**config.mk**
```make
export PLATFORM = sky130hd
export DESIGN_NAME = efsu_event_unit
export DESIGN_NICKNAME = d
export VERILOG_FILES = /design/src/efsu_pkg.sv /design/src/efsu_event_unit.sv /design/src/efsu_crit_delay.sv /design/src/efsu_window_accum.sv
export VERILOG_INCLUDE_DIRS = /design/src /design/src/src
export SDC_FILE = /design/constraint.sdc
export NUM_CORES = 1
export LEC_CHECK = 0
export BUFFER_PORTS_ARGS = -buffer_cell sky130_fd_sc_hd__buf_2
export CAP_MARGIN = 20
export CORE_MARGIN = 5
export CORE_UTILIZATION = 45
export CTS_CLUSTER_SIZE = 16
export DETAILED_ROUTE_END_ITERATION = 6
export HOLD_SLACK_MARGIN = 0.12
export SLEW_MARGIN = 5
export SYNTH_ARGS = -nofsm -noshare
export SYNTH_HDL_FRONTEND = slang
export SYNTH_SLANG_ARGS = --single-unit
```
**constraint.sdc**
```tcl
create_clock -name clock -period 5.7 [get_ports clock]
set_input_delay 0.57 -clock clock [delete_from_list [all_inputs] [get_ports clock]]
set_output_delay 0.57 -clock clock [all_outputs]
set_load 0.1 [all_outputs]
```
**src/efsu_defines.svh**
```systemverilog
// efsu_defines.svh: offsets, bit positions, reset values and timing
// figures of the event flag and status unit.
// assumes: included by bare name from every efsu module source file.
`ifndef EFSU_DEFINES_SVH
`define EFSU_DEFINES_SVH

// register offsets on the serial register port
`define EFSU_OFF_ACCUM 8'h14
`define EFSU_OFF_EN_LOW 8'h15
`define EFSU_OFF_EN_HIGH 8'h16
`define EFSU_OFF_FLG_LOW 8'h18
`define EFSU_OFF_FLG_HIGH 8'h19
`define EFSU_OFF_STAT_VOLT 8'h1A
`define EFSU_OFF_STAT_TEMP 8'h1B

// reset values
`define EFSU_RST_ACCUM 8'h00
`define EFSU_RST_EN_LOW 8'h01
`define EFSU_RST_EN_HIGH 8'h00
`define EFSU_RST_BYTE 8'h00
`define EFSU_RST_FLAGS 16'h0000
`define EFSU_RST_LEVELS 11'h000

// implemented bits of the high enable and flag registers (3:2 reserved)
`define EFSU_HIGH_MASK 8'hF3

// event positions in the joined 16-bit flag vector (high byte = flags low)
`define EFSU_EV_CHARGER 15
`define EFSU_EV_DIS_TEMP 14
`define EFSU_EV_CHG_TEMP 13
`define EFSU_EV_SRC_LOW 12
`define EFSU_EV_OVER_CHG 11
`define EFSU_EV_CHG_READY 10
`define EFSU_EV_UNDER_VOLT 9
`define EFSU_EV_PORT_RDY 8
`define EFSU_EV_PM_ERR 7
`define EFSU_EV_PM_DONE 6
`define EFSU_EV_TEMP_DONE 5
`define EFSU_EV_STO_DONE 4
`define EFSU_EV_EVAL_DONE 1
`define EFSU_EV_EVAL_BEGIN 0

// positions in the sampled level vector
`define EFSU_LV_CHARGER 10
`define EFSU_LV_DIS_HOT 9
`define EFSU_LV_DIS_COLD 8
`define EFSU_LV_CHG_HOT 7
`define EFSU_LV_CHG_COLD 6
`define EFSU_LV_SRC_LOW 5
`define EFSU_LV_OVER_CHG 4
`define EFSU_LV_CHG_READY 3
`define EFSU_LV_UNDER_VOLT 2
`define EFSU_LV_RAW_BELOW 1
`define EFSU_LV_PORT_RDY 0

// bit positions in the live status registers
`define EFSU_ST_CHARGER 5
`define EFSU_ST_SRC_LOW 3
`define EFSU_ST_OVER_CHG 2
`define EFSU_ST_CHG_READY 1
`define EFSU_ST_UNDER_VOLT 0
`define EFSU_ST_DIS_HOT 3
`define EFSU_ST_DIS_COLD 2
`define EFSU_ST_CHG_HOT 1
`define EFSU_ST_CHG_COLD 0

// timing
`define EFSU_CLK_MHZ 100
`define EFSU_CRIT_DELAY_US 1000

`endif

```
**src/efsu_pkg.sv**
```systemverilog
// efsu_pkg: shared types of the event flag and status unit.
// assumes: nothing; referenced as efsu_pkg::name.
package efsu_pkg;

  typedef logic [7:0] efsu_byte_t;

  typedef logic [15:0] efsu_events_t;

  typedef enum logic [1:0] {
    EFSU_CRIT_ABOVE,
    EFSU_CRIT_TIMING,
    EFSU_CRIT_UNDER
  } efsu_crit_state_t;

endpackage

```
**src/efsu_event_unit.sv**
```systemverilog
// efsu_event_unit: sticky event flags, enables, live status and the
// interrupt pin of the power manager, behind the serial register port.
// assumes: the serial port slave gives one-cycle rd/wr strobes with the
// address; monitor levels and strobes are synchronous to clock.
//
// Overview of operation
// RULE1: enabled event sets its flag, raises interrupt
// RULE2: flags and interrupt hold until register read
// RULE3: charger connect or disconnect sets low bit 7
// RULE4: discharge temperature window crossing sets bit 6
// RULE5: serial enables keep working after strap reversion
// RULE6: charge temperature window crossing sets bit 5
// RULE7: source low event, mode dependent, sets bit 4
// RULE8: overcharge threshold crossing either way sets bit 3
// RULE9: charge ready threshold crossing sets bit 2
// RULE10: overdischarge after delay or on recovery, bit 1
// RULE11: serial port becoming ready sets bit 0
// RULE12: power monitor error sets high bit 7
// RULE13: power monitor results available sets high bit 6
// RULE14: temperature and storage sample done, bits 5,4
// RULE15: tracking begin bit 0, done bit 1
// RULE16: voltage status bit 5 shows charger presence live
// RULE17: voltage status bit 3 shows source low
// RULE18: voltage status bits 2,1 show storage thresholds
// RULE19: voltage status bit 0 shows qualified overdischarge
// RULE20: temperature status bits 3,2 discharge hot, cold
// RULE21: temperature status bits 1,0 charge hot, cold
// RULE22: two enable registers gate each event bit
// RULE23: result ready after count plus one windows
// RULE24: interrupt is OR of all flag bits
// RULE25: event beats same-cycle read clear; reserved read zero
`timescale 1ns/100ps
`include "efsu_defines.svh"
module efsu_event_unit #(
  parameter int unsigned CRIT_CYCLES =
    `EFSU_CRIT_DELAY_US * `EFSU_CLK_MHZ
) (
  // clock and reset
  input wire logic clock,
  input wire logic rst_n,
  // serial register port
  input wire efsu_pkg::efsu_byte_t reg_addr,
  input wire logic reg_wr,
  input wire logic reg_rd,
  input wire efsu_pkg::efsu_byte_t reg_wdata,
  output efsu_pkg::efsu_byte_t reg_rdata,
  output logic reg_rdata_valid,
  // live monitor levels
  input wire logic aux_charger_present,
  input wire logic discharge_hot_level,
  input wire logic discharge_cold_level,
  input wire logic charge_hot_level,
  input wire logic charge_cold_level,
  input wire logic source_low_level,
  input wire logic overcharge_level,
  input wire logic charge_ready_level,
  input wire logic storage_below_overdischarge,
  input wire logic serial_port_ready,
  input wire logic tracking_ratio_mode,
  // one-cycle event strobes
  input wire logic cv_target_below_low,
  input wire logic power_monitor_error,
  input wire logic power_monitor_window_done,
  input wire logic temperature_sample_done,
  input wire logic storage_sample_done,
  input wire logic tracking_eval_begin,
  input wire logic tracking_eval_done,
  // interrupt pin
  output logic irq_out
);

  // decode shared by the read, write and clear paths
  function automatic logic addr_is(input efsu_pkg::efsu_byte_t addr,
                                   input efsu_pkg::efsu_byte_t off);
    addr_is = (addr == off);
  endfunction

  logic overdischarge_level;
  logic power_monitor_result_ready;
  logic [10:0] level_now;
  logic [10:0] level_prev_reg;
  logic [10:0] level_rise;
  logic [10:0] level_fall;
  logic [10:0] level_toggle;
  logic primed_reg;
  efsu_pkg::efsu_byte_t event_enable_low_reg;
  efsu_pkg::efsu_byte_t event_enable_high_reg;
  efsu_pkg::efsu_byte_t window_accumulate_count_reg;
  efsu_pkg::efsu_events_t raw_event;
  efsu_pkg::efsu_events_t enable_vec;
  efsu_pkg::efsu_events_t clear_vec;
  efsu_pkg::efsu_events_t valid_vec;
  efsu_pkg::efsu_events_t flag_reg;
  efsu_pkg::efsu_byte_t live_status_voltage;
  efsu_pkg::efsu_byte_t live_status_temperature;
  logic rd_flags_low;
  logic rd_flags_high;

  efsu_crit_delay #(
    .CRIT_CYCLES(CRIT_CYCLES)
  ) u_crit_delay (
    .clock(clock),
    .rst_n(rst_n),
    .below_raw(storage_below_overdischarge),
    .overdischarge_level(overdischarge_level)
  );

  efsu_window_accum u_window_accum (
    .clock(clock),
    .rst_n(rst_n),
    .window_done(power_monitor_window_done),
    .window_accumulate_count(window_accumulate_count_reg),
    .result_ready(power_monitor_result_ready)
  );

  // level sampling for crossing detection
  always_comb begin
    level_now = `EFSU_RST_LEVELS;
    level_now[`EFSU_LV_CHARGER] = aux_charger_present;
    level_now[`EFSU_LV_DIS_HOT] = discharge_hot_level;
    level_now[`EFSU_LV_DIS_COLD] = discharge_cold_level;
    level_now[`EFSU_LV_CHG_HOT] = charge_hot_level;
    level_now[`EFSU_LV_CHG_COLD] = charge_cold_level;
    level_now[`EFSU_LV_SRC_LOW] = source_low_level;
    level_now[`EFSU_LV_OVER_CHG] = overcharge_level;
    level_now[`EFSU_LV_CHG_READY] = charge_ready_level;
    level_now[`EFSU_LV_UNDER_VOLT] = overdischarge_level;
    level_now[`EFSU_LV_RAW_BELOW] = storage_below_overdischarge;
    level_now[`EFSU_LV_PORT_RDY] = serial_port_ready;
  end

  // the first cycle after reset only primes the history, otherwise a
  // level that is already high would fake a crossing
  always_ff @(posedge clock) begin
    if (!rst_n) begin
      level_prev_reg <= `EFSU_RST_LEVELS;
      primed_reg <= 1'b0;
    end else begin
      level_prev_reg <= level_now;
      primed_reg <= 1'b1;
    end
  end

  assign level_rise = level_now & ~level_prev_reg & {11{primed_reg}};
  assign level_fall = ~level_now & level_prev_reg & {11{primed_reg}};
  assign level_toggle = level_rise | level_fall;

  // raw events before enabling
  always_comb begin
    raw_event = `EFSU_RST_FLAGS;
    raw_event[`EFSU_EV_CHARGER] =
      level_toggle[`EFSU_LV_CHARGER]; // see RULE3
    raw_event[`EFSU_EV_DIS_TEMP] = level_toggle[`EFSU_LV_DIS_HOT] |
      level_toggle[`EFSU_LV_DIS_COLD]; // see RULE4
    raw_event[`EFSU_EV_CHG_TEMP] = level_toggle[`EFSU_LV_CHG_HOT] |
      level_toggle[`EFSU_LV_CHG_COLD]; // see RULE6
    // ratio mode watches the comparator, constant-voltage mode the
    // target check strobe
    raw_event[`EFSU_EV_SRC_LOW] = tracking_ratio_mode ?
      level_rise[`EFSU_LV_SRC_LOW] : cv_target_below_low; // see RULE7
    raw_event[`EFSU_EV_OVER_CHG] =
      level_toggle[`EFSU_LV_OVER_CHG]; // see RULE8
    raw_event[`EFSU_EV_CHG_READY] =
      level_toggle[`EFSU_LV_CHG_READY]; // see RULE9
    // delayed on the way down, immediate on recovery
    raw_event[`EFSU_EV_UNDER_VOLT] = level_rise[`EFSU_LV_UNDER_VOLT] |
      level_fall[`EFSU_LV_RAW_BELOW]; // see RULE10
    raw_event[`EFSU_EV_PORT_RDY] =
      level_rise[`EFSU_LV_PORT_RDY]; // see RULE11
    raw_event[`EFSU_EV_PM_ERR] = power_monitor_error; // see RULE12
    raw_event[`EFSU_EV_PM_DONE] =
      power_monitor_result_ready; // see RULE13
    raw_event[`EFSU_EV_TEMP_DONE] =
      temperature_sample_done; // see RULE14
    raw_event[`EFSU_EV_STO_DONE] = storage_sample_done; // see RULE14
    raw_event[`EFSU_EV_EVAL_DONE] = tracking_eval_done; // see RULE15
    raw_event[`EFSU_EV_EVAL_BEGIN] =
      tracking_eval_begin; // see RULE15
  end

  // enable and configuration registers; the pin-strap update control is
  // not looked at, so serial enables survive a return to strap setup
  always_ff @(posedge clock) begin
    if (!rst_n) begin
      event_enable_low_reg <= `EFSU_RST_EN_LOW;
      event_enable_high_reg <= `EFSU_RST_EN_HIGH;
      window_accumulate_count_reg <= `EFSU_RST_ACCUM;
    end else if (reg_wr) begin
      if (addr_is(reg_addr, `EFSU_OFF_EN_LOW)) begin
        event_enable_low_reg <= reg_wdata; // see RULE22, RULE5
      end else if (addr_is(reg_addr, `EFSU_OFF_EN_HIGH)) begin
        // reserved bits ignore writes
        event_enable_high_reg <= reg_wdata & `EFSU_HIGH_MASK; // see RULE22
      end else if (addr_is(reg_addr, `EFSU_OFF_ACCUM)) begin
        window_accumulate_count_reg <= reg_wdata;
      end
    end
  end

  assign rd_flags_low = reg_rd && addr_is(reg_addr, `EFSU_OFF_FLG_LOW);
  assign rd_flags_high = reg_rd && addr_is(reg_addr, `EFSU_OFF_FLG_HIGH);
  assign enable_vec = {event_enable_low_reg, event_enable_high_reg};
  assign clear_vec = {{8{rd_flags_low}}, {8{rd_flags_high}}};
  assign valid_vec = {8'hFF, `EFSU_HIGH_MASK};

  // one sticky flag per event; set outranks the read clear so an event
  // landing in the read cycle shows up on the next read
  genvar gi;
  generate
    for (gi = 0; gi < 16; gi = gi + 1) begin : g_flag
      always_ff @(posedge clock) begin
        if (!rst_n) begin
          flag_reg[gi] <= 1'b0;
        end else if (raw_event[gi] && enable_vec[gi] && valid_vec[gi]) begin
          flag_reg[gi] <= 1'b1; // see RULE1, RULE25
        end else if (clear_vec[gi]) begin
          flag_reg[gi] <= 1'b0; // see RULE2
        end
      end
    end
  endgenerate

  // interrupt follows the flags, so it holds until every flag is read
  assign irq_out = |flag_reg; // see RULE24, RULE2

  // live status, reserved bits zero
  always_comb begin
    live_status_voltage = `EFSU_RST_BYTE;
    live_status_voltage[`EFSU_ST_CHARGER] = aux_charger_present; // see RULE16
    live_status_voltage[`EFSU_ST_SRC_LOW] = source_low_level; // see RULE17
    live_status_voltage[`EFSU_ST_OVER_CHG] = overcharge_level; // see RULE18
    live_status_voltage[`EFSU_ST_CHG_READY] =
      charge_ready_level; // see RULE18
    live_status_voltage[`EFSU_ST_UNDER_VOLT] =
      overdischarge_level; // see RULE19
    live_status_temperature = `EFSU_RST_BYTE;
    live_status_temperature[`EFSU_ST_DIS_HOT] =
      discharge_hot_level; // see RULE20
    live_status_temperature[`EFSU_ST_DIS_COLD] =
      discharge_cold_level; // see RULE20
    live_status_temperature[`EFSU_ST_CHG_HOT] =
      charge_hot_level; // see RULE21
    live_status_temperature[`EFSU_ST_CHG_COLD] =
      charge_cold_level; // see RULE21
  end

  // read data registered one cycle after the strobe; flags are returned
  // as they stood before the clear
  always_ff @(posedge clock) begin
    if (!rst_n) begin
      reg_rdata <= `EFSU_RST_BYTE;
      reg_rdata_valid <= 1'b0;
    end else begin
      reg_rdata_valid <= reg_rd;
      if (reg_rd) begin
        if (addr_is(reg_addr, `EFSU_OFF_ACCUM)) begin
          reg_rdata <= window_accumulate_count_reg;
        end else if (addr_is(reg_addr, `EFSU_OFF_EN_LOW)) begin
          reg_rdata <= event_enable_low_reg;
        end else if (addr_is(reg_addr, `EFSU_OFF_EN_HIGH)) begin
          reg_rdata <= event_enable_high_reg;
        end else if (rd_flags_low) begin
          reg_rdata <= flag_reg[15:8];
        end else if (rd_flags_high) begin
          reg_rdata <= flag_reg[7:0] & `EFSU_HIGH_MASK; // see RULE25
        end else if (addr_is(reg_addr, `EFSU_OFF_STAT_VOLT)) begin
          reg_rdata <= live_status_voltage;
        end else if (addr_is(reg_addr, `EFSU_OFF_STAT_TEMP)) begin
          reg_rdata <= live_status_temperature;
        end else begin
          reg_rdata <= `EFSU_RST_BYTE;
        end
      end
    end
  end

endmodule

```
**src/efsu_crit_delay.sv**
```systemverilog
// efsu_crit_delay: qualifies the raw under-voltage comparator with the
// critical undervolt delay.
// assumes: below_raw is synchronous to clock.
`timescale 1ns/100ps
`include "efsu_defines.svh"
module efsu_crit_delay #(
  parameter int unsigned CRIT_CYCLES = 100000
) (
  // clock and reset
  input wire logic clock,
  input wire logic rst_n,
  // comparator
  input wire logic below_raw,
  // qualified level
  output logic overdischarge_level
);

  efsu_pkg::efsu_crit_state_t state_reg;
  logic [31:0] count_reg;

  // level asserts only after more than the delay spent at or below
  always_ff @(posedge clock) begin
    if (!rst_n) begin
      state_reg <= efsu_pkg::EFSU_CRIT_ABOVE;
      count_reg <= 32'h0000_0000;
    end else begin
      case (state_reg)
        efsu_pkg::EFSU_CRIT_ABOVE: begin
          count_reg <= 32'h0000_0000;
          if (below_raw) begin
            state_reg <= efsu_pkg::EFSU_CRIT_TIMING;
          end
        end
        efsu_pkg::EFSU_CRIT_TIMING: begin
          if (!below_raw) begin
            state_reg <= efsu_pkg::EFSU_CRIT_ABOVE;
          end else if (count_reg >= CRIT_CYCLES - 32'd1) begin
            state_reg <= efsu_pkg::EFSU_CRIT_UNDER; // see RULE19
          end else begin
            count_reg <= count_reg + 32'd1;
          end
        end
        default: begin
          if (!below_raw) begin
            state_reg <= efsu_pkg::EFSU_CRIT_ABOVE;
          end
        end
      endcase
    end
  end

  assign overdischarge_level = (state_reg == efsu_pkg::EFSU_CRIT_UNDER);

endmodule

```
**src/efsu_window_accum.sv**
```systemverilog
// efsu_window_accum: counts average power monitor windows and raises
// the result-ready pulse after count plus one of them.
// assumes: window_done is a one-cycle pulse per finished window.
`timescale 1ns/100ps
`include "efsu_defines.svh"
module efsu_window_accum (
  // clock and reset
  input wire logic clock,
  input wire logic rst_n,
  // window strobe and configuration
  input wire logic window_done,
  input wire efsu_pkg::efsu_byte_t window_accumulate_count,
  // result
  output logic result_ready
);

  efsu_pkg::efsu_byte_t done_cnt_reg;

  // >= so that lowering the count mid-run cannot strand the counter
  always_ff @(posedge clock) begin
    if (!rst_n) begin
      done_cnt_reg <= `EFSU_RST_BYTE;
      result_ready <= 1'b0;
    end else begin
      result_ready <= 1'b0;
      if (window_done) begin
        if (done_cnt_reg >= window_accumulate_count) begin
          done_cnt_reg <= `EFSU_RST_BYTE;
          result_ready <= 1'b1; // see RULE23
        end else begin
          done_cnt_reg <= done_cnt_reg + 8'h01;
        end
      end
    end
  end

endmodule

```
* Word-level counts from Yosys, hierarchy flattened
Index checks and enable logic that the tools add are counted.
Word-level totals: register bits after elaboration 100, latch bits 0, memory bits (writable) 0, memory bits (read-only) 0, input bits 38, memories 0
Operators by class: add/sub/neg operators 2, multipliers 0, divide/modulo/power cells 0, order comparisons 2, eq/ne operators 14, shifts and indexed selects 0, muxes and demuxes 35, bitwise logic cells 12, reductions and logical operators 39
Operators with widths (count):
- $mux W32 | 2
- $pmux W32 S2 | 1
- $eq A8 B5 Y1 const B | 7
- $mux W8 | 6
- $and A11 B11 Y11 | 4
- $add A32 B1 Y32 const B | 1
- $ge A32 B17 Y1 const B | 1
- $reduce_bool A2 Y1 | 15
- $not A11 Y11 | 2
- $mux W1 | 19
- $logic_and A1 B1 Y1 | 16
- $reduce_or A14 Y1 | 1
- $or A11 B11 Y11 | 1
- $reduce_and A3 Y1 | 3
- $add A8 B1 Y8 const B | 1
- $ge A8 B8 Y1 | 1
- $mux W2 | 4
- $mux W6 | 1
- $ne A2 B2 Y1 const B | 3
- $mux W4 | 1
- $pmux W2 S2 | 1
- $reduce_and A2 Y1 | 2
- $reduce_and A4 Y1 | 1
- $ne A3 B1 Y1 const B | 1
- other kinds (6) | 9

* Depth between registers and ports, before layout
Gate-level depths: netlist (run 1).
word-level depth 8, gate-level depth with buffers 8

* By module
A second synthesis (run 1) with hierarchy kept.
Second synthesis, totals: cells, all modules 514, area total of the unflattened synthesis 4649.5 µm²
By module, submodules not included:
- efsu_event_unit | times used 1, cells an instance 290, area an instance 2607.5 µm²
- efsu_crit_delay | times used 1, cells an instance 160, area an instance 1471.4 µm²
- efsu_window_accum | times used 1, cells an instance 64, area an instance 570.5 µm²

* Least setup slack after synthesis (run 1)
No wires, ideal clock.
path kind register -> output, start register flag_reg[15], end output irq_out, arrival time 1.494 ns, required time 5.130 ns, path slack 3.636 ns, cell stages (with the launch flop) 3, cells stage by stage dfxtp_1 nor4_1 nand4_1
Between the ends: cells in the longest elaborated chain, start to end 1
Ends and longest elaborated chain:
- from (decl) | RTL line efsu_event_unit.sv:93 | efsu_pkg::efsu_events_t flag_reg;
- from (signal, indexed assignment) | RTL line efsu_event_unit.sv:213 | flag_reg[gi] <= 1'b0;
- from (signal, indexed assignment) | RTL line efsu_event_unit.sv:215 | flag_reg[gi] <= 1'b1;
- from (signal, indexed assignment) | RTL line efsu_event_unit.sv:217 | flag_reg[gi] <= 1'b0;
- $reduce_or A14 Y1 | RTL line efsu_event_unit.sv:224 | assign irq_out = |flag_reg;
- to (decl) | RTL line efsu_event_unit.sv:69 | output logic irq_out
Every way passes these cells.

* Worst setup path in the final report (run 1)
start register u_window_accum.done_cnt_reg[0], end register u_window_accum.done_cnt_reg[6]
Between the ends: cells in the longest elaborated chain, start to end 2, elaborated cells on any way between the ends 3
Ends and longest elaborated chain:
- from (decl) | RTL line efsu_window_accum.sv:17 | efsu_pkg::efsu_byte_t done_cnt_reg;
- from (signal assigned) | RTL line efsu_window_accum.sv:22 | done_cnt_reg <= `EFSU_RST_BYTE;
- from (signal assigned) | RTL line efsu_window_accum.sv:28 | done_cnt_reg <= `EFSU_RST_BYTE;
- from (signal assigned) | RTL line efsu_window_accum.sv:31 | done_cnt_reg <= done_cnt_reg + 8'h01;
- $add A8 B1 Y8 / $ge A8 B8 Y1 (equally long branches) | RTL line efsu_window_accum.sv:31, efsu_window_accum.sv:27
- $mux W8 * | RTL line efsu_window_accum.sv:27 | if (done_cnt_reg >= window_accumulate_count) begin
Every way passes the cells marked *; elsewhere a longest branch is shown, timed or not. A chain may end at the register's enable or synchronous reset.

==> results of run 1 <==
==> power breakdown <==
group	internal, mW	switching (mW)	total (mW)
clock network	0.246	0.241	0.486
registers	0.706	0.00722	0.713
logic	0.0296	0.0611	0.0907
==> worst max-delay path, stage by stage, from the launching register on <==
cell      delay, ps
dfxtp_1         450
inv_1            70
ha_1            280
nand2b_1        140
a21o_1          180
a21oi_1         140
o21ai_0         140
a221oi_1        610
and2_1          220
==> cell type report <==
class	count	area, µm²
Clock buffer	9	124
Clock inverter	7	91.3
Fill cell	958	4740
Inverter	19	71.3
Multi-Input combinational cell	365	2330
Sequential cell	100	2000
Tap cell	133	166
Timing Repair Buffer	49	250
==> metal layers <==
metal	track usage, %	part of all wire [%]	vias to the layer above
met5	0	0	-
met4	6.32	1.6	0
met3	3.79	5.4	15
met2	30.4	48	77
met1	23.2	45	1677
li1	-	-	1860
==> placed cells by master, fill, tap and decap left out, types with 10 or more instances in the layout <==
| cell | count |
|---|---|
| mux2i_1 | 18 |
| nand3_1 | 16 |
| ha_1 | 10 |
| xnor2_1 | 22 |
| o21ai_0 | 12 |
| a21oi_1 | 36 |
| nor2_1 | 56 |
| inv_1 | 18 |
| nand2_1 | 48 |
| buf_2 | 47 |
| and2_1 | 31 |
| dfxtp_1 | 100 |
==> stage by stage <==
stage / setup WS (ps) / std cells
after floorplan: 3640 / 509
after global placement: 3170 / 666
after detailed placement: 3060 / 666
after CTS: 3350 / 682
after global routing: 3140 / 682
final: 3410 / 682
==> path summary, 6_finish.rpt <==
path,from,to,slack [ps],depth (start not counted)
min reg2reg,u_crit_delay.count_reg[25],u_crit_delay.count_reg[25],460,1
max,u_window_accum.done_cnt_reg[0],u_window_accum.done_cnt_reg[6],3410,8
max reg2reg,u_window_accum.done_cnt_reg[0],u_window_accum.done_cnt_reg[6],3410,8
min,serial_port_ready,level_prev_reg[0],430,2
==> kinds of logic (layout without fill, tap and decap cells) <==
| group | Yosys count | after routing | synth area share (%) |
|---|---|---|---|
| mux | 19 | 19 | 4.25 |
| flops | 100 | 100 | 44.4 |
| buf+inv | 44 | 84 | 3.78 |
| fa+ha+maj | 10 | 10 | 2.78 |
| xor+xnor | 26 | 26 | 5.06 |
| compound gates | 109 | 109 | 17.0 |
| simple gates | 201 | 201 | 22.7 |
==> metrics.md, run 1 <==
| Metric | Value |
|---|---|
| Die X-Extent | 110 µm |
| WL final | between 10000 and 15000 µm |
| Min Tclk post-route | 2290 ps |
| Mapped Nets | 557 |
| Routed wire per std cell | 15.4 µm |
| Avg Cell Area, Syn | 8.85 µm² |
| Mapped cell area | 4500 µm² |
| Post-CTS setup buffers | 0 |
| GRT overflow | 0 |
| DR DRC count | 0 |
| CP Max Fanout | 7 |
| H-Tree Depth | 3 |
| PostCTS Resize Cnt | 0 |
| Setup Viol. Count Final | 0 |
| HPWL after DPL | 7680 µm |
| Crit Path Category | reg2reg |
| Fin. max-slew vios | 0 |
| Post-route cell area | 5040 µm² |
| Io pins | 48 |
| Pwr dens | about 260 nW/µm² |
| Top_reg_cell synth | dfxtp_1 |
| Initial antenna violation count | 0 |
| Endpoints failing hold | 0 |
| Period utilization | around two fifths |
| Largest net degree at the start of global routing | 43 |
| CTS root buf | clkbuf_8 |
| Most common cell in the netlist | dfxtp_1 |
| Initial DRC Count | 150 |
| Routability Congestion | 0.840 |
| Top cells by count, synth | 100 x dfxtp_1, 56 x nor2_1, 48 x nand2_1 |
| Synth unique cells | 57 |
| Outcome | finished, final reports clean |
| Total chip power | 1.29 mW |
| Total CTS buffers | 9 |
| CP Launch Type | flop |
| Core Region | 9770 µm² |
| Chip height | 110 µm |
| Post-synthesis register bit count | 100 |
| Port-buffer cells | 47 |
| Via/cell ratio | 5.32 |
| Largest area contributor in the netlist | dfxtp_1 |
| Static leakage | roughly 1.9 nW |
| Share of layout cells above drive strength 1 | 14.4% |
| Clock latency on the worst-skew pair | 360 ps |
| Hold buffers post-CTS | 0 |
| Hold Worst Slack | approximately 430 ps |
| Async set or reset register ratio after synthesis | 0% |
| Sequential area share after synthesis | 44.4% |
| Antenna Nets Post-Route | 0 |
| Worst Hold Class | in2reg |
| RSZ-0062 raised after global routing | no |
| Max VDD drop | 0.141 mV |
| Rel. slew slack | around 46% |
| Placement Cell Area | 4820 µm² |
| Register clock-pin slew on the reported worst setup and hold paths | 90 ps |
| Clk sinks | 100 |
| Max cap viols | 0 |
| Final Skew | 9.90 ps |
| Via count of the routed design | ~3600 |
| Worst setup EP type | flop |
| Post-synthesis cell count | 509 |
| Area Overhead vs Synth | 11.8% |
| Critical Path RT | 6010 ps |
| Layout Utilization | 51.5% |
| Die ar. | 12100 µm² |
| Worst EP arrival | 2590 ps |
| Overall routing resource usage | a little under a fifth |
| First-pass DRT Iterations | 4 |
| Number of global-route vias before repair | 3559 |
| ANT cells | 0 |
| Top cells by area, synth | dfxtp_1 44%, nor2_1 4.7%, and2_1 4.3% |
| Max reg flops | 32 |
| Setup TNS | 0 ps |
| FMAX | between 0.4 and 0.5 GHz |
| Starting Density | 46.1% |
| Warnings from Yosys | 0 |
| Worst-margin pin slew | 800 ps |
| Post-synth EDFFs | 0 |
| # rows | 36 |
| CTS tree | built |
| Final net count | 592 |
| Max Root-Sink Buffers | 2 |
| Global-route wire length before repair | 17300 µm |
| Yosys top cell area share | about 44% |
(Power assumes the default switching activity.)
==> run 2, diff against run 1 <==
PLACE_DENSITY = 0.66   (was unset)
clock period = 1.85 ns   (was 5.7 ns; I/O delays follow)
==> metrics.md, run 2 (synthesis gave the netlist of run 1 again) <==
| Metric | Value |
|---|---|
| Hold Worst Slack | 167 ps (-259 ps) |
| Worst reg2reg path depth | 7 (-1) |
| Placement Cell Area | 5110 µm² (+6.1%) |
| Share of layout cells above drive strength 1 | 22.3% (+8.0 points) |
| RSZ-0062 raised after global routing | yes |
| Die X-Extent | 110 µm (unchanged) |
| Die ar. | 12100 µm² (unchanged) |
| Rel. slew slack | 67.0% (+21 points) |
| Routed wire per std cell | 15.7 µm (+1.9%) |
| Filler cell count | 870 (-9.2%) |
| Total CTS buffers | 9 (unchanged) |
| CTS root buf | clkbuf_8 |
| Overall routing resource usage | 20.3% (+2.1 points) |
| Commonest non-fill, non-tap cell in the layout | dfxtp_1 |
| Static leakage | 2.26 nW (+17%) |
| Area Overhead vs Synth | 26.1% |
| FMAX | 0.510 GHz (+17%) |
| Crit Path Category | reg2reg |
| Clk sinks | 100 (unchanged) |
| Post-route cell area | 5680 µm² (+13%) |
| First-pass DRT Iterations | 7 (+3) |
| Final net count | 656 (+11%) |
| Min Tclk post-route | 1960 ps (-326 ps) |
| FF-to-FF Start | u_crit_delay.count_reg[11] |
| Buf/Inv on CP | 1 (unchanged) |
| Pwr dens | 698 nW/µm² (+170%) |
| Reg-to-reg endpoint | u_crit_delay.count_reg[6] |
| Final worst slack | -111 ps (-3520 ps) |
| Worst-margin pin slew | 499 ps (-301 ps) |
| Register clock-pin slew on the reported worst setup and hold paths | 100 ps (about the same) |
| Most frequent cells in the layout | 93 x dfxtp_1, 55 x nor2_1, 48 x nand2_1, 47 x buf_2, 42 x buf_4 |
| Clock latency on the worst-skew pair | 380 ps (+20 ps) |
| Setup Viol. Count Final | 8 (+8) |
| Max Root-Sink Buffers | 2 (unchanged) |
| Slowest Stage Delay on Critical Path | 370 ps (-240 ps) |
| CP delay by family, top | compound AO/OA/AOI/OAI gates |
| Final std cells w/o fill | 746 (+9.4%) |
| WL final | 11700 µm (+12%) |
| Max reg flops | 32 (unchanged) |
| Worst setup EP type | flop |
| Io pins | 48 (unchanged) |
| Core Region | 9770 µm² (unchanged) |
| Crit path from | u_crit_delay.count_reg[11] |
| Endpoints failing hold | 0 (unchanged) |
| CP endpoint | u_crit_delay.count_reg[6] |
| Period utilization | 106% (+66 points) |
| HPWL after DPL | 8330 µm (+8.4%) |
| # rows | 36 (unchanged) |
| Final Skew | 15.8 ps (+5.91 ps) |
| Max cap viols | 0 (unchanged) |
| Worst EP arrival | 2230 ps (-360 ps) |
| Setup slack, reg-to-reg | -110 ps (-3520 ps) |
| DR DRC count | 0 (unchanged) |
| Number of global-route vias before repair | 4041 (+14%) |
| Via count of the routed design | 4041 (+11%) |
| Max VDD drop | 0.377 mV (+170%) |
| Failing checks | setup timing |
| Critical path cell sequence | nor4_4 -> o21ai_2 -> a211o_4 -> buf_4 -> a2111oi_4 -> xnor2_1 -> nor2_1 |
| Worst Hold Class | in2reg |
| Initial DRC Count | 225 (+50%) |
| Placed Instances | 703 (+5.6%) |
| Routability Congestion | 0.878 (+4.6%) |
| Fin. max-slew vios | 0 (unchanged) |
| Port-buffer cells | 47 (unchanged) |
| Chip height | 110 µm (unchanged) |
| CTS tree | built |
| Register area | 2010 µm² (+0.44%) |
| Setup TNS | -711 ps (-711 ps) |
| Critical Path RT | 2120 ps (-3890 ps) |
| Via/cell ratio | 5.42 (+1.8%) |
| Largest net degree at the start of global routing | 32 (-26%) |
| GRT overflow | 0 (unchanged) |
| Outcome | complete, but fails checks |
| CP Launch Type | flop |
| CP Max Fanout | 7 (unchanged) |
| Global-route wire length before repair | 18900 µm (+9.8%) |
| Crit path depth | 7 (-1) |
| Initial antenna violation count | 0 (unchanged) |
| Antenna Nets Post-Route | 0 (unchanged) |
| Slowest-stage cell, CP | a211o_4 |
| H-Tree Depth | 3 (unchanged) |
| ANT cells | 0 (unchanged) |
| Starting Density | 46.1% (unchanged) |
| Area of the multi-input gates | 2440 µm² (+4.8%) |
[run 2: changes by cell type in the layout (fill, tap and decap cells not counted), moves of 2 or more]
cell / delta
buf_4: +40
clkinv_2: -2
dfxtp_1: -7
dfxtp_2: +7
dlygate4sd3_1: +24
inv_6: +3
nor4_1: -2
nor4_4: +3
o21ai_2: +2
[run 2: how the worst min path moves through the flow]
| stage | startpoint | end | depth (start not counted) |
|---|---|---|---|
| 2_1_floorplan | rst_n | primed_reg | 0 |
| 3_5_place_dp | serial_port_ready | level_prev_reg[0] | 2 |
| 5_1_grt | reg_wr | event_enable_high_reg[1] | 3 |
| 4_1_cts | reg_wr | event_enable_high_reg[7] | 3 |
| 6_report | reg_wr | event_enable_high_reg[7] | 3 |
| 3_3_place_gp | serial_port_ready | level_prev_reg[0] | 2 |
[run 2: layout make-up]
type / instances / share of cell area (%)
Clock buffer: 10 / 2.25
Clock inverter: 6 / 1.21
Inverter: 19 / 1.26
Multi-Input combinational cell: 365 / 43.0
Sequential cell: 100 / 35.4
Tap cell: 133 / 2.93
Timing Repair Buffer: 113 / 13.9
[run 2: power breakdown]
| group | leakage (nW) | switching (mW) | total, mW | internal [mW] |
|---|---|---|---|---|
| Sequential | 0.814 | 0.0138 | 2.19 | 2.18 |
| Combinational | 1.35 | 0.212 | 0.357 | 0.146 |
| Clock | 0.0977 | 0.780 | 1.42 | 0.638 |
| Total | 2.26 | 1.01 | 3.96 | 2.96 |
[run 2: routing by layer]
metal,share of wire [%],track usage [%],vias up
met2,48,34.0,108
met5,0,0,-
li1,-,-,1997
met4,3.9,10.5,0
met1,43,24.3,1899
met3,4.6,4.60,37
[run 2: through the flow]
stage / utilization, % / total power [mW] / worst slack (ps)
5_1_grt: 58.1 / 4.14 / -193
2_1_floorplan: - / 2.43 / -33.1
6_report: 58.1 / 3.96 / -111
3_3_place_gp: 52.3 / 2.54 / -42.2
4_1_cts: 57.2 / 4.01 / -83.9
3_5_place_dp: 52.3 / 2.55 / -86.5
[run 2: worst reg2reg max path, cell delays in order, from the launching register on]
cell and delay [ps]:
dfxtp_2 350, nor4_4 350, o21ai_2 110, a211o_4 370, buf_4 160, a2111oi_4 300, xnor2_1 160, nor2_1 60
[run 2: timing repair]
| action | 4_1_cts | 5_1_grt |
|---|---|---|
| hold endpoints to repair | 39 | 0 |
| setup buffers | 2 | 1 |
| resized for setup | 6 | 16 |
| cloned | 0 | 0 |
| hold buffers | 24 | 0 |
| setup endpoints to repair | 18 | 29 |
| pin swaps | 1 | 15 |
